==> config.mk <==
export PLATFORM = sky130hd
export DESIGN_NAME = fsps_top
export DESIGN_NICKNAME = d
export VERILOG_FILES = /design/src/fsps_pkg.sv /design/src/fsps_top.sv
export SDC_FILE = /design/constraint.sdc
export NUM_CORES = 1
export LEC_CHECK = 0
export ABC_AREA = 1
export BUFFER_PORTS_ARGS = -buffer_cell sky130_fd_sc_hd__buf_4
export CORE_MARGIN = 2
export CORE_UTILIZATION = 45
export CTS_CLUSTER_DIAMETER = 120
export DETAILED_ROUTE_END_ITERATION = 10
export RECOVER_POWER = 50
export REMOVE_ABC_BUFFERS = 1
export SLEW_MARGIN = 20
export SYNTH_ARGS = -nofsm -noshare
export SYNTH_HDL_FRONTEND = slang
export SYNTH_SLANG_ARGS = --single-unit
export TNS_END_PERCENT = 20
==> constraint.sdc <==
create_clock -name CLOCK -period 4.7 [get_ports CLOCK]
set_input_delay 0.235 -clock CLOCK [delete_from_list [all_inputs] [get_ports CLOCK]]
set_output_delay 0.235 -clock CLOCK [all_outputs]
set_load 0.005 [all_outputs]
==> src/fsps_pkg.sv <==
// Package for the flash self-program sequencer: register map, control
// fields, command patterns, arming windows and programming times.
// Assumes a 40 MHz system clock and a 32-bit APB register bus.
package fsps_pkg;

  // ----------------------------------------------------------------
  // Register map (byte addresses)
  // ----------------------------------------------------------------
  localparam logic [7:0] CTRL_OFS  = 8'h00;  // prog_mem_ctrl_status
  localparam logic [7:0] PTR_OFS   = 8'h04;  // pointer_high_byte:pointer_low_byte
  localparam logic [7:0] DATA_OFS  = 8'h08;  // data_word_pair
  localparam logic [7:0] INSTR_OFS = 8'h0C;  // Issue instruction / load result
  localparam logic [7:0] STAT_OFS  = 8'h10;  // Sequencer status

  // ----------------------------------------------------------------
  // Control field positions and command patterns
  // ----------------------------------------------------------------
  localparam int STORE_EN_B   = 0;
  localparam int PAGE_ERASE_B = 1;
  localparam int PAGE_WRITE_B = 2;
  localparam int CLEAR_BUF_B  = 4;
  localparam int INSTR_STORE_B = 0;
  localparam int INSTR_LOAD_B  = 1;
  localparam logic [7:0] PAT_FILL  = 8'h01;
  localparam logic [7:0] PAT_ERASE = 8'h03;
  localparam logic [7:0] PAT_WRITE = 8'h05;
  localparam logic [7:0] PAT_FUSE  = 8'h09;
  localparam logic [7:0] PAT_SIG   = 8'h21;
  localparam logic [7:0] CTRL_WMASK = 8'h2F;  // Bits kept; clear bit is a strobe
  localparam logic [7:0] CTRL_RESET = 8'h00;

  // ----------------------------------------------------------------
  // Windows, special addresses, reset values
  // ----------------------------------------------------------------
  localparam logic [2:0]  STORE_WIN = 3'h4;
  localparam logic [2:0]  LOAD_WIN  = 3'h3;
  localparam logic [15:0] ADR_FUSE_LOW = 16'h0000;
  localparam logic [15:0] ADR_LOCK     = 16'h0001;
  localparam logic [15:0] ADR_FUSE_EXT = 16'h0002;
  localparam logic [15:0] ADR_FUSE_HI  = 16'h0003;
  localparam logic [15:0] ERASED_WORD  = 16'hFFFF;

  // ----------------------------------------------------------------
  // Programming time
  // ----------------------------------------------------------------
  localparam int CLK_PERIOD_NS = 25;
  localparam int PROG_MIN_NS   = 3700000;
  localparam int PROG_MAX_NS   = 4500000;
  localparam int PROG_MIN_CYC  = (PROG_MIN_NS + CLK_PERIOD_NS - 1) / CLK_PERIOD_NS;
  localparam int PROG_MAX_CYC  = PROG_MAX_NS / CLK_PERIOD_NS;

  typedef enum logic [1:0] {
    FSPS_IDLE   = 2'b00,
    FSPS_ERASE  = 2'b01,
    FSPS_STREAM = 2'b10,
    FSPS_WAIT   = 2'b11
  } fsps_state_t;

  typedef enum logic [2:0] {
    FSPS_CMD_NONE  = 3'b000,
    FSPS_CMD_FILL  = 3'b001,
    FSPS_CMD_ERASE = 3'b010,
    FSPS_CMD_WRITE = 3'b011,
    FSPS_CMD_FUSE  = 3'b100,
    FSPS_CMD_SIG   = 3'b101
  } fsps_cmd_t;

endpackage : fsps_pkg

==> src/fsps_top.sv <==
// Flash self-program sequencer: page buffer, erase/write sequencing and
// fuse, lock and signature read-back, steered over APB.
// Assumes fuse inputs, EEPROM busy flag and flash read data are on CLOCK.
//
// Notes on behaviour
// - Store instruction is ignored unless the self-program fuse reads 0.
// - Each store fills one 16-bit buffer word, before or after erase.
// - Buffer words may be loaded in any order.
// - Pattern 03h plus store within four cycles erases the pointed page.
// - Core is halted for the whole page erase.
// - Pattern 01h plus store puts the data pair at the word index.
// - Buffer clears after page write, on clear-bit write and on reset.
// - An EEPROM write during buffer filling discards the loaded words.
// - Pattern 05h plus store within four cycles writes the pointed page.
// - Core is halted for the whole page write.
// - Pointer low bits pick the word, high bits pick the page.
// - Load reads flash bytewise; pointer bit 0 selects the byte.
// - EEPROM write in progress blocks programming and fuse or lock reads.
// - Fuses, lock bits and signature are readable; programmed bits read 0.
// - Erase and write bits clear at completion or after four idle cycles.
// - Fuse/lock read by load within three cycles; command bits then clear.
// - Signature read by load within three cycles returns the indexed entry.
// - Each erase or write lasts between 3.7 ms and 4.5 ms.
`timescale 1ns/100ps

module fsps_top
  import fsps_pkg::*;
#(
  parameter int          PAGE_WORDS  = 32,
  parameter int          PROG_CYCLES = PROG_MIN_CYC,
  parameter logic [31:0] SIG_TABLE   = 32'h5A3C_1E0F  // Arbitrary value
) (
  input  wire logic        CLOCK,
  input  wire logic        RESET_N,
  input  wire logic        PSEL,
  input  wire logic        PENABLE,
  input  wire logic        PWRITE,
  input  wire logic [7:0]  PADDR,
  input  wire logic [31:0] PWDATA,
  output logic [31:0]      PRDATA,
  output logic             PREADY,
  output logic             PSLVERR,
  input  wire logic        SELF_PROGRAM_FUSE,
  input  wire logic        EEPROM_WRITE_BUSY_FLAG,
  input  wire logic [7:0]  FUSE_LOW,
  input  wire logic [7:0]  FUSE_HIGH,
  input  wire logic [7:0]  FUSE_EXT,
  input  wire logic [7:0]  LOCK_BITS,
  output logic [15:0]      FLASH_READ_ADDR,
  input  wire logic [7:0]  FLASH_READ_DATA,
  output logic             FLASH_ERASE,
  output logic             FLASH_PROG_WE,
  output logic [14:0]      FLASH_PROG_ADDR,
  output logic [15:0]      FLASH_PROG_DATA,
  output logic             CPU_HALT
);

  localparam int WB = $clog2(PAGE_WORDS);

  initial begin
    if (PAGE_WORDS < 2 || PAGE_WORDS > 256 || (1 << WB) != PAGE_WORDS)
      $error("PAGE_WORDS must be a power of two from 2 to 256");
    if (PROG_CYCLES < 2 || PROG_CYCLES > 262143)
      $error("PROG_CYCLES out of range");
  end

  // ----------------------------------------------------------------
  // Storage
  // ----------------------------------------------------------------
  logic [7:0]      ctrl_reg;
  logic [15:0]     ptr_reg;
  logic [15:0]     data_reg;
  logic [7:0]      load_reg;
  logic [2:0]      arm_reg;
  logic [17:0]     timer_reg;
  logic [WB-1:0]   idx_reg;
  fsps_state_t     state_reg;
  logic [15:0]     buf_mem [PAGE_WORDS];
  logic [PAGE_WORDS-1:0] loaded_reg;

  // Bus decode
  logic wr_acc;
  logic ctrl_wr;
  logic instr_wr;
  logic store_go;
  logic load_go;
  logic store_ok;
  logic load_ok;
  logic buf_clear;
  logic prog_done;
  logic [WB-1:0] widx;
  fsps_cmd_t cmd;

  // Command pattern decode
  function automatic fsps_cmd_t decode(input logic [7:0] c);
    unique case (c)
      PAT_FILL:  decode = FSPS_CMD_FILL;
      PAT_ERASE: decode = FSPS_CMD_ERASE;
      PAT_WRITE: decode = FSPS_CMD_WRITE;
      PAT_FUSE:  decode = FSPS_CMD_FUSE;
      PAT_SIG:   decode = FSPS_CMD_SIG;
      default:   decode = FSPS_CMD_NONE;
    endcase
  endfunction : decode

  // Register address check
  function automatic logic mapped(input logic [7:0] a);
    mapped = (a == CTRL_OFS) || (a == PTR_OFS) || (a == DATA_OFS) ||
             (a == INSTR_OFS) || (a == STAT_OFS);
  endfunction : mapped

  // Access phase strobes and instruction validity
  assign wr_acc    = PSEL && PENABLE && PWRITE && mapped(PADDR);
  assign ctrl_wr   = wr_acc && (PADDR == CTRL_OFS) && (state_reg == FSPS_IDLE);
  assign instr_wr  = wr_acc && (PADDR == INSTR_OFS) && (state_reg == FSPS_IDLE);
  assign store_go  = instr_wr && PWDATA[INSTR_STORE_B];
  assign load_go   = instr_wr && PWDATA[INSTR_LOAD_B] && !PWDATA[INSTR_STORE_B];
  assign cmd       = decode(ctrl_reg);
  assign store_ok  = store_go && !SELF_PROGRAM_FUSE && (arm_reg != 3'h0)
                     && !EEPROM_WRITE_BUSY_FLAG;
  assign load_ok   = load_go && (arm_reg > (STORE_WIN - LOAD_WIN))
                     && !EEPROM_WRITE_BUSY_FLAG;
  assign widx      = ptr_reg[WB:1];
  assign prog_done = (state_reg == FSPS_WAIT) && (timer_reg == 18'h00001);
  // Of the two completions only a finished page write empties the buffer; a finished erase keeps
  // words filled before it so that they can still be written afterwards
  assign buf_clear = (prog_done && ctrl_reg[PAGE_WRITE_B]) ||
                     (ctrl_wr && PWDATA[CLEAR_BUF_B]) ||
                     (EEPROM_WRITE_BUSY_FLAG && (loaded_reg != '0));

  // ----------------------------------------------------------------
  // APB slave
  // ----------------------------------------------------------------
  assign PREADY  = 1'b1;
  assign PSLVERR = PSEL && PENABLE && !mapped(PADDR);

  // Read data captured in the setup phase, shown in the access phase
  always_ff @(posedge CLOCK or negedge RESET_N) begin
    if (!RESET_N) begin
      PRDATA <= 32'h0000_0000;
    end else if (PSEL && !PENABLE) begin
      unique case (PADDR)
        CTRL_OFS:  PRDATA <= {24'h000000, ctrl_reg};
        PTR_OFS:   PRDATA <= {16'h0000, ptr_reg};
        DATA_OFS:  PRDATA <= {16'h0000, data_reg};
        INSTR_OFS: PRDATA <= {24'h000000, load_reg};
        STAT_OFS:  PRDATA <= {24'h000000, (loaded_reg != '0), arm_reg,
                              state_reg, CPU_HALT, EEPROM_WRITE_BUSY_FLAG};
        default:   PRDATA <= 32'h0000_0000;
      endcase
    end
  end

  // Pointer and data pair registers
  always_ff @(posedge CLOCK or negedge RESET_N) begin
    if (!RESET_N) begin
      ptr_reg  <= 16'h0000;
      data_reg <= 16'h0000;
    end else if (wr_acc && state_reg == FSPS_IDLE) begin
      if (PADDR == PTR_OFS)
        ptr_reg <= PWDATA[15:0];
      if (PADDR == DATA_OFS)
        data_reg <= PWDATA[15:0];
    end
  end

  // ----------------------------------------------------------------
  // Control register and arming window
  // ----------------------------------------------------------------
  always_ff @(posedge CLOCK or negedge RESET_N) begin
    if (!RESET_N) begin
      ctrl_reg <= CTRL_RESET;
      arm_reg  <= 3'h0;
    end else if (ctrl_wr) begin
      ctrl_reg <= PWDATA[7:0] & CTRL_WMASK;
      arm_reg  <= PWDATA[STORE_EN_B] ? STORE_WIN : 3'h0;
    end else if (prog_done) begin
      ctrl_reg <= CTRL_RESET;
      arm_reg  <= 3'h0;
    end else if (store_ok && (cmd == FSPS_CMD_ERASE || cmd == FSPS_CMD_WRITE)) begin
      arm_reg  <= 3'h0;                                       // Bits held until done
    end else if (store_ok || load_ok) begin
      ctrl_reg <= CTRL_RESET;
      arm_reg  <= 3'h0;
    end else if (arm_reg == 3'h1) begin
      ctrl_reg <= CTRL_RESET;
      arm_reg  <= 3'h0;
    end else if (arm_reg != 3'h0) begin
      arm_reg  <= arm_reg - 3'h1;
    end
  end

  // ----------------------------------------------------------------
  // Temporary page buffer
  // ----------------------------------------------------------------
  always_ff @(posedge CLOCK or negedge RESET_N) begin
    if (!RESET_N) begin
      loaded_reg <= '0;
      for (int i = 0; i < PAGE_WORDS; i++)
        buf_mem[i] <= ERASED_WORD;
    end else if (buf_clear) begin
      loaded_reg <= '0;
      for (int i = 0; i < PAGE_WORDS; i++)
        buf_mem[i] <= ERASED_WORD;
    end else if (store_ok && cmd == FSPS_CMD_FILL) begin
      buf_mem[widx]    <= data_reg;
      loaded_reg[widx] <= 1'b1;
    end
  end

  // ----------------------------------------------------------------
  // Erase and write sequencer
  // ----------------------------------------------------------------
  always_ff @(posedge CLOCK or negedge RESET_N) begin
    if (!RESET_N) begin
      state_reg <= FSPS_IDLE;
      timer_reg <= 18'h00000;
      idx_reg   <= '0;
    end else begin
      unique case (state_reg)
        FSPS_IDLE: begin
          idx_reg <= '0;
          if (store_ok && cmd == FSPS_CMD_ERASE) begin
            state_reg <= FSPS_ERASE;
            timer_reg <= 18'(PROG_CYCLES);
          end else if (store_ok && cmd == FSPS_CMD_WRITE) begin
            state_reg <= FSPS_STREAM;
          end
        end
        FSPS_ERASE: begin
          state_reg <= FSPS_WAIT;
        end
        FSPS_STREAM: begin
          idx_reg <= idx_reg + 1'b1;
          if (idx_reg == WB'(PAGE_WORDS - 1)) begin
            state_reg <= FSPS_WAIT;
            timer_reg <= 18'(PROG_CYCLES);
          end
        end
        FSPS_WAIT: begin
          timer_reg <= timer_reg - 18'h00001;
          if (timer_reg == 18'h00001)
            state_reg <= FSPS_IDLE;
        end
      endcase
    end
  end

  // Flash programming strobes, page taken from the pointer
  always_ff @(posedge CLOCK or negedge RESET_N) begin
    if (!RESET_N) begin
      FLASH_ERASE     <= 1'b0;
      FLASH_PROG_WE   <= 1'b0;
      FLASH_PROG_ADDR <= 15'h0000;
      FLASH_PROG_DATA <= 16'h0000;
    end else begin
      FLASH_ERASE   <= store_ok && cmd == FSPS_CMD_ERASE;
      FLASH_PROG_WE <= state_reg == FSPS_STREAM;
      if (state_reg == FSPS_IDLE && store_ok)
        FLASH_PROG_ADDR <= {ptr_reg[15:WB+1], {WB{1'b0}}};
      else if (state_reg == FSPS_STREAM)
        FLASH_PROG_ADDR <= {FLASH_PROG_ADDR[14:WB], idx_reg};
      FLASH_PROG_DATA <= buf_mem[idx_reg];
    end
  end

  // Core halt while any erase or write runs
  assign CPU_HALT = state_reg != FSPS_IDLE;

  // ----------------------------------------------------------------
  // Load path: flash bytes, fuses, lock bits, signature
  // ----------------------------------------------------------------
  assign FLASH_READ_ADDR = ptr_reg;

  always_ff @(posedge CLOCK or negedge RESET_N) begin
    if (!RESET_N) begin
      load_reg <= 8'h00;
    end else if (load_ok && cmd == FSPS_CMD_FUSE) begin
      unique case (ptr_reg)
        ADR_FUSE_LOW: load_reg <= FUSE_LOW;
        ADR_LOCK:     load_reg <= LOCK_BITS;
        ADR_FUSE_EXT: load_reg <= FUSE_EXT;
        ADR_FUSE_HI:  load_reg <= FUSE_HIGH;
        default:      load_reg <= 8'hFF;
      endcase
    end else if (load_ok && cmd == FSPS_CMD_SIG) begin
      load_reg <= SIG_TABLE[{ptr_reg[1:0], 3'b000} +: 8];
    end else if (load_go) begin
      load_reg <= FLASH_READ_DATA;
    end
  end
endmodule : fsps_top

==> results of run 1 <==
[worst max-delay path, cell delays in order]
cell and delay (ns):
dlygate4sd3_1 0.52, clkbuf_2 1.91, clkbuf_1 1.25
[power breakdown]
group / total, W / switching, W / internal [W]
Combinational: 0.00376 / 0.00247 / 0.00129
Sequential: 0.00908 / 0.000773 / 0.00831
Clock: 0.00606 / 0.00251 / 0.00354
Total: 0.0189 / 0.00576 / 0.0131
[metal layers]
metal | vias to the layer above | track usage
li1 | 14989 | -
met1 | 15681 | 0.410
met2 | 1137 | 0.449
met3 | 240 | 0.0503
met4 | 0 | 0.112
met5 | - | 0
[area by class of cell]
cell class / instances / area, sq um / share of cell area
Timing Repair Buffer: 248 / 2010 / 0.0506
Multi-Input combinational cell: 3373 / 15900 / 0.402
Tap cell: 1050 / 1310 / 0.0331
Clock buffer: 112 / 2250 / 0.0567
Clock inverter: 26 / 264 / 0.00666
Sequential cell: 666 / 17300 / 0.437
Inverter: 152 / 588 / 0.0148
[worst paths after layout]
check,from,end,slack [ns],cells past startpoint
setup / recovery,RESET_N,FLASH_PROG_DATA[13],1.15,3
hold / removal,PENABLE,PRDATA[8],0.09,5
setup reg to reg,loaded_reg[17],buf_mem[349],1.17,11
hold reg to reg,buf_mem[32],buf_mem[32],0.48,2
max in group CLOCK,loaded_reg[17],buf_mem[349],1.17,11
min in group asynchronous,RESET_N,loaded_reg[18],1.08,2
[cell families after synthesis]
family          synth area share
simple gates               0.296
xor+xnor                 0.00270
flops                      0.485
compound gates             0.142
other cells             0.000211
fa+ha+maj                0.00386
buf+inv                   0.0697
[cells in the mapped netlist, types with 3 or more instances]
cell,count,share of area
nand2_1,954,0.10
nor2_1,917,0.097
o21ai_0,577,0.081
dfstp_2,512,0.38
nand3_1,440,0.062
clkbuf_1,185,0.019
dfrtp_1,154,0.11
inv_1,146,0.015
buf_2,120,0.017
o221ai_1,93,0.023
o21ai_1,88,0.012
a21oi_1,48,0.0067
o22ai_1,46,0.0081
buf_4,29,0.0061
buf_6,28,0.0088
nand2_4,26,0.0082
a31oi_1,23,0.0040
nand4_4,21,0.013
nand4_1,17,0.0030
ha_1,11,0.0039
nand2_2,9,0.0016
nand3_4,9,0.0044
nor3_1,8,0.0011
o211ai_1,8,0.0017
xor2_1,8,0.0020
buf_1,7,0.00074
a22oi_1,6,0.0013
a41oi_1,6,0.0015
or2_2,5,0.00088
a221oi_1,4,0.00098
nor2_2,4,0.00070
nor2_4,4,0.0013
nor4_1,4,0.00070
a32oi_1,3,0.00074
buf_12,3,0.0017
clkinv_1,3,0.00032
inv_2,3,0.00032
nand3_2,3,0.00084
xnor2_1,3,0.00074
[metrics by stage]
stage           util  cells   TNS, ns  hold slack [ns]  worst slack, ns
2_1_floorplan      -   4191  -1747.56          -0.0606            -4.53
3_3_place_gp   0.470   5463         0            0.370             1.31
3_5_place_dp   0.470   5463         0            0.373             1.27
4_1_cts        0.505   5627         0           0.0650             1.25
5_1_grt        0.504   5627         0           0.0887            0.533
6_report       0.504   5627         0           0.0881             1.15
[repair_timing]
action / in CTS / in global routing
hold buffers: 26 / 0
hold endpoints to repair: 50 / 0
endpoints found under the setup margin: 0 / 0
==> flow_metrics.env, run 1 <==
export IMPL_status="complete, but fails checks"
export IMPL_stdcell_area_sq_um=39700
export IMPL_root_buffer="clkbuf_16"
export IMPL_async_reset_ff_frac=1.00
export IMPL_fin_crit_ns=3.55
export IMPL_drtIter0Drc=3091
export IMPL_tightest_slew_ns=2.78
export IMPL_rsz0062_at_grt="false"
export IMPL_synth_edf_count=0
export IMPL_ys_seq_area_frac=0.485
export IMPL_end_kind="asynchronous set/reset pin"
export IMPL_m1WireLength_microns=51900
export IMPL_nets=4615
export IMPL_die_h_microns=285
export IMPL_critPathLaunchType="input pin"
export IMPL_p_per_area_nw_per_um2=476
export IMPL_finalHoldViolations=0
export IMPL_fp_dieArea_sq_um=81500
export IMPL_ys_flop_type="dfstp_2"
export IMPL_critPathKind="input pin to asynchronous set/reset pin"
export IMPL_ant_nets=0
export IMPL_start_util=0.453
export IMPL_syn_area_sq_um=35700
export IMPL_syn_avg_cell_area_sq_um=7.84
export IMPL_met3_wirelength_microns=8580
export IMPL_synth_warnings=0
export IMPL_clk_latency_ns=0.64
export IMPL_place_congestion=0.864
export IMPL_met2_length_microns=53900
export IMPL_drv_cap=3
export IMPL_core_area_sq_um=78700
export IMPL_top_layer_used="met4"
export IMPL_drtPass1Iterations=6
export IMPL_fillCellCount=7695
export IMPL_numCtsBuffers=76
export IMPL_largest_register_ffs=512
export IMPL_wl_per_cell_microns=21.2
export IMPL_p_leak_nw=17.6
export IMPL_cts_buffer_depth=3
export IMPL_die_w_microns=285
export IMPL_drc=0
export IMPL_final_cell_mix="nand2_1, nor2_1, o21ai_0"
export IMPL_worst_ep_required_time_ns=5.15
export IMPL_layout_cells_most_common="nand2_1"
export IMPL_htree_levels=3
export IMPL_min_period_over_period=0.756
export IMPL_rows=103
export IMPL_fmaxAchievable_mhz=282
export IMPL_cts_tree="built"
export IMPL_drt_total_wl_microns=119000
export IMPL_cts_sinks=666
export IMPL_num_vias=32047
export IMPL_hp_class="input pin to register"
export IMPL_via_per_inst=5.70
export IMPL_ctsResizeCount=0
export IMPL_setup_viol=0
export IMPL_grt_start_max_net_pins=135
export IMPL_post_cts_setup_buffers=0
export IMPL_place_area_sq_um=37000
export IMPL_violations="max-capacitance violations, max-slew violations"
export IMPL_cp_arrival_ns=4.00
export IMPL_slew_headroom=-0.853
export IMPL_grt_pass1_wl_microns=185000
export IMPL_vdd_ir_drop_max_mv=0.280
export IMPL_grt_usage=0.291
export IMPL_yosysUniqueCellTypes=48
export IMPL_drv_slew=142
export IMPL_drive_gt1_frac=0.203
export IMPL_areaGrowthSynthToFinish_pct=11.3
export IMPL_antenna_found_initial=2
export IMPL_num_antenna_cells=0
export IMPL_critPathMaxFanout=96
export IMPL_grt_pass1_vias=30414
export IMPL_clk_pin_slew_ns=0.06
export IMPL_ios=171
export IMPL_synth_seq_cells=666
export IMPL_fin_worst_skew_ns=0.0368
export IMPL_dp_hpwl_microns=72500
export IMPL_synth_cells=4548
export IMPL_overflow=0
export IMPL_port_buffers=137
export IMPL_power_w=0.0189
Power figures use the tool's default switching activity.
==> run 2: changes to the inputs <==
--- a/config.mk
+++ b/config.mk
@@ -5,7 +5,7 @@
 export SDC_FILE = /design/constraint.sdc
 export NUM_CORES = 1
 export LEC_CHECK = 0
-export ABC_AREA = 1
+export ABC_AREA = 0
 export BUFFER_PORTS_ARGS = -buffer_cell sky130_fd_sc_hd__buf_4
 export CORE_MARGIN = 2
 export CORE_UTILIZATION = 45
==> constraint.sdc (replaced) <==
create_clock -name CLOCK -period 3.15 [get_ports CLOCK]
set_input_delay 0.1575 -clock CLOCK [delete_from_list [all_inputs] [get_ports CLOCK]]
set_output_delay 0.1575 -clock CLOCK [all_outputs]
set_load 0.005 [all_outputs]
==> run 2 against run 1 <==
  * The run still ends with max-capacitance violations, max-slew violations left
  * Worst hold slack worse by 0.032 ns
  * Register-to-register slack worse by 1.1 ns
  * Synthesized cell count down 27%
  * Die area down 5.6%
  * Wire length down 15%
  * Critical path depth up 3
  * Flip-flop and latch count unchanged
  * Combinational power down 91%
  * Final cell count down 21%
==> flow_metrics.env, run 2 <==
export IMPL_status="complete, but fails checks"
export IMPL_violations="max-capacitance violations, max-slew violations"
export IMPL_rrSetupSlack_ns=0.11
export IMPL_finalHoldViolations=0
export IMPL_cts_sinks=666
export IMPL_async_reset_ff_frac=1.00
export IMPL_synth_edf_count=0
export IMPL_drtPass1Iterations=5
export IMPL_dpl_cell_count=4266
export IMPL_r2r_end="load_reg[0]"
export IMPL_core_area_sq_um=74200
export IMPL_areaGrowthSynthToFinish_pct=14.7
export IMPL_drc=0
export IMPL_syn_avg_cell_area_sq_um=10.2
export IMPL_worstHoldStart="LOCK_BITS[5]"
export IMPL_min_path_cells=4
export IMPL_hold_end="load_reg[5]"
export IMPL_synth_cells=3305
export IMPL_ys_seq_area_frac=0.514
export IMPL_min_period_over_period=0.965
export IMPL_end_kind="register"
export IMPL_grt_pass1_vias=26247
export IMPL_final_cell_mix="nand2_1, nand3_1, dfstp_2"
export IMPL_htree_levels=3
export IMPL_place_congestion=0.904
export IMPL_place_area_sq_um=35800
export IMPL_die_w_microns=277
export IMPL_drt_total_wl_microns=101000
export IMPL_drive_gt1_frac=0.333
export IMPL_fp_dieArea_sq_um=77000
export IMPL_fin_hold_ws_ns=0.0566
export IMPL_syn_area_sq_um=33600
export IMPL_post_cts_setup_buffers=0
export IMPL_clk_latency_ns=0.61
export IMPL_hp_class="input pin to register"
export IMPL_p_leak_nw=17.0
export IMPL_rows=100
export IMPL_numCtsBuffers=74
export IMPL_cts_tree="built"
export IMPL_layoutNonFillerInstCount=4434
export IMPL_worstPathCellList="or4_4 > nand4bb_4 > or4_1 > o32ai_1 > a21oi_1 > dlygate4sd3_1"
export IMPL_overflow=0
export IMPL_fmaxAchievable_mhz=329
export IMPL_ios=171
export IMPL_synth_warnings=0
export IMPL_fin_crit_ns=3.04
export IMPL_start_util=0.453
export IMPL_ys_flop_type="dfstp_2"
export IMPL_num_antenna_cells=0
export IMPL_yosys_area_top_type="dfstp_2"
export IMPL_port_buffers=137
export IMPL_cts_buffer_depth=3
export IMPL_critPathKind="register to register"
export IMPL_r2r_worst_path_cells=6
export IMPL_vdd_ir_drop_max_mv=0.316
export IMPL_worst_ep_required_time_ns=3.64
export IMPL_die_h_microns=277
export IMPL_critPathMaxFanout=8
export IMPL_worstReg2RegStart="FLASH_READ_ADDR[5]"
export IMPL_critPathMaxStageDelay_ns=0.63
export IMPL_setup_viol=0
export IMPL_wl_per_cell_microns=22.8
export IMPL_grt_pass1_wl_microns=157000
export IMPL_ant_nets=0
export IMPL_clk_pin_slew_ns=0.06
export IMPL_tightest_slew_ns=1.85
export IMPL_cp_arrival_ns=3.53
export IMPL_antenna_found_initial=1
export IMPL_drv_cap=1
export IMPL_largest_register_ffs=512
export IMPL_stdcell_area_sq_um=38600
export IMPL_grt_usage=0.263
export IMPL_yosysUniqueCellTypes=81
export IMPL_grt_start_max_net_pins=96
export IMPL_p_per_area_nw_per_um2=465
export IMPL_root_buffer="clkbuf_16"
export IMPL_synth_seq_cells=666
export IMPL_netlist_area_leader_share=0.400
export IMPL_yosys_top_cells_area="dfstp_2, nand2_1, dfrtp_1, mux4_2, nand3_1"
export IMPL_post_route_util=0.520
export IMPL_critPathLaunchType="register"
export IMPL_drv_slew=58
export IMPL_dp_hpwl_microns=64200
export IMPL_layout_cells_most_common="nand2_1"
export IMPL_slew_headroom=-0.233
export IMPL_fin_worst_skew_ns=0.0220
export IMPL_num_vias=25998
export IMPL_drtIter0Drc=2417
export IMPL_yosysMostFrequentCell="nand2_1"
export IMPL_yosys_top_cells_count="nand2_1, nand3_1, dfstp_2"
export IMPL_nets=3505
export IMPL_via_per_inst=5.86
export IMPL_cpMaxStageDelayCell="or4_4"
[run 2: cell types whose count changed after synthesis, sizes merged, moves of 84 or more]
cell / before / now
nor2: 926 / 36
o21ai: 665 / 44
inv: 149 / 9
mux4: 0 / 128
o221ai: 93 / 0
nand2: 989 / 1073
[run 2: critical path, delay by kind of cell, from the launching register on]
family / cells / cell delay (ns)
AO/OA/AOI/OAI: 2 / 0.38
buffers and inverters: 1 / 0.57
AND/OR/NAND/NOR: 3 / 1.36
flip-flops: 1 / 0.61
[run 2: cells by family (layout without fill, tap and decap cells)]
kind of cell	Yosys count	in the layout	synth area share
simple gates	1841	1841	0.260
flops	666	666	0.514
buf+inv	317	462	0.0485
mux	263	263	0.128
compound gates	204	204	0.0443
fa+ha+maj	11	11	0.00409
other cells	2	17	0.000223
xor+xnor	1	1	0.000260
[run 2: metrics by stage]
stage          setup TNS [ns]  worst slack [ns]  power [W]
2_1_floorplan        -2021.00             -3.80    0.00876
3_3_place_gp                0             0.349    0.00906
3_5_place_dp                0             0.286    0.00907
4_1_cts                     0            0.0479     0.0181
5_1_grt              -0.00547          -0.00547     0.0185
6_report                    0             0.109     0.0180
[run 2: area by class of cell]
cell class / instances / area, sq um
tap: 969 / 1210
multi-input combinational: 2337 / 14800
clock inverter: 21 / 279
sequential: 666 / 17300
timing repair buffer: 319 / 2690
clock buffer: 113 / 2260
inverter: 9 / 33.8
fill: 6421 / 35600
[run 2: report_power, final]
part,internal [W],total [W],switching (W)
clock,0.00546,0.00901,0.00355
combinational,0.000115,0.000357,0.000242
sequential,0.00859,0.00859,0.000000136
[run 2: timing repair]
| item | 4_1_cts | 5_1_grt |
|---|---|---|
| endpoints found under the setup margin | 0 | 4 |
| hold buffers | 34 | 0 |
| hold endpoints to repair | 102 | 0 |
| gates resized for setup | 0 | 2 |
[run 2: worst max-delay path by stage]
| stage | cells past startpoint | from | slack [ns] | endpoint |
|---|---|---|---|---|
| floorplan | 7 | idx_reg[0] | -3.80 | timer_reg[11] |
| global placement | 7 | arm_reg[0] | 0.35 | timer_reg[11] |
| detailed placement | 7 | arm_reg[0] | 0.29 | timer_reg[11] |
| CTS | 9 | state_reg[0] | 0.05 | load_reg[0] |
| global route | 9 | state_reg[1] | -0.005 | load_reg[0] |
| finish | 6 | FLASH_READ_ADDR[5] | 0.11 | load_reg[0] |
[run 2: layer usage]
| metal | GRT usage | vias up | part of all wire |
|---|---|---|---|
| met3 | 0.0446 | 173 | 0.077 |
| met2 | 0.416 | 1093 | 0.47 |
| met5 | 0 | - | 0 |
| met1 | 0.361 | 13115 | 0.41 |
| li1 | - | 11617 | - |
| met4 | 0.107 | 0 | 0.038 |
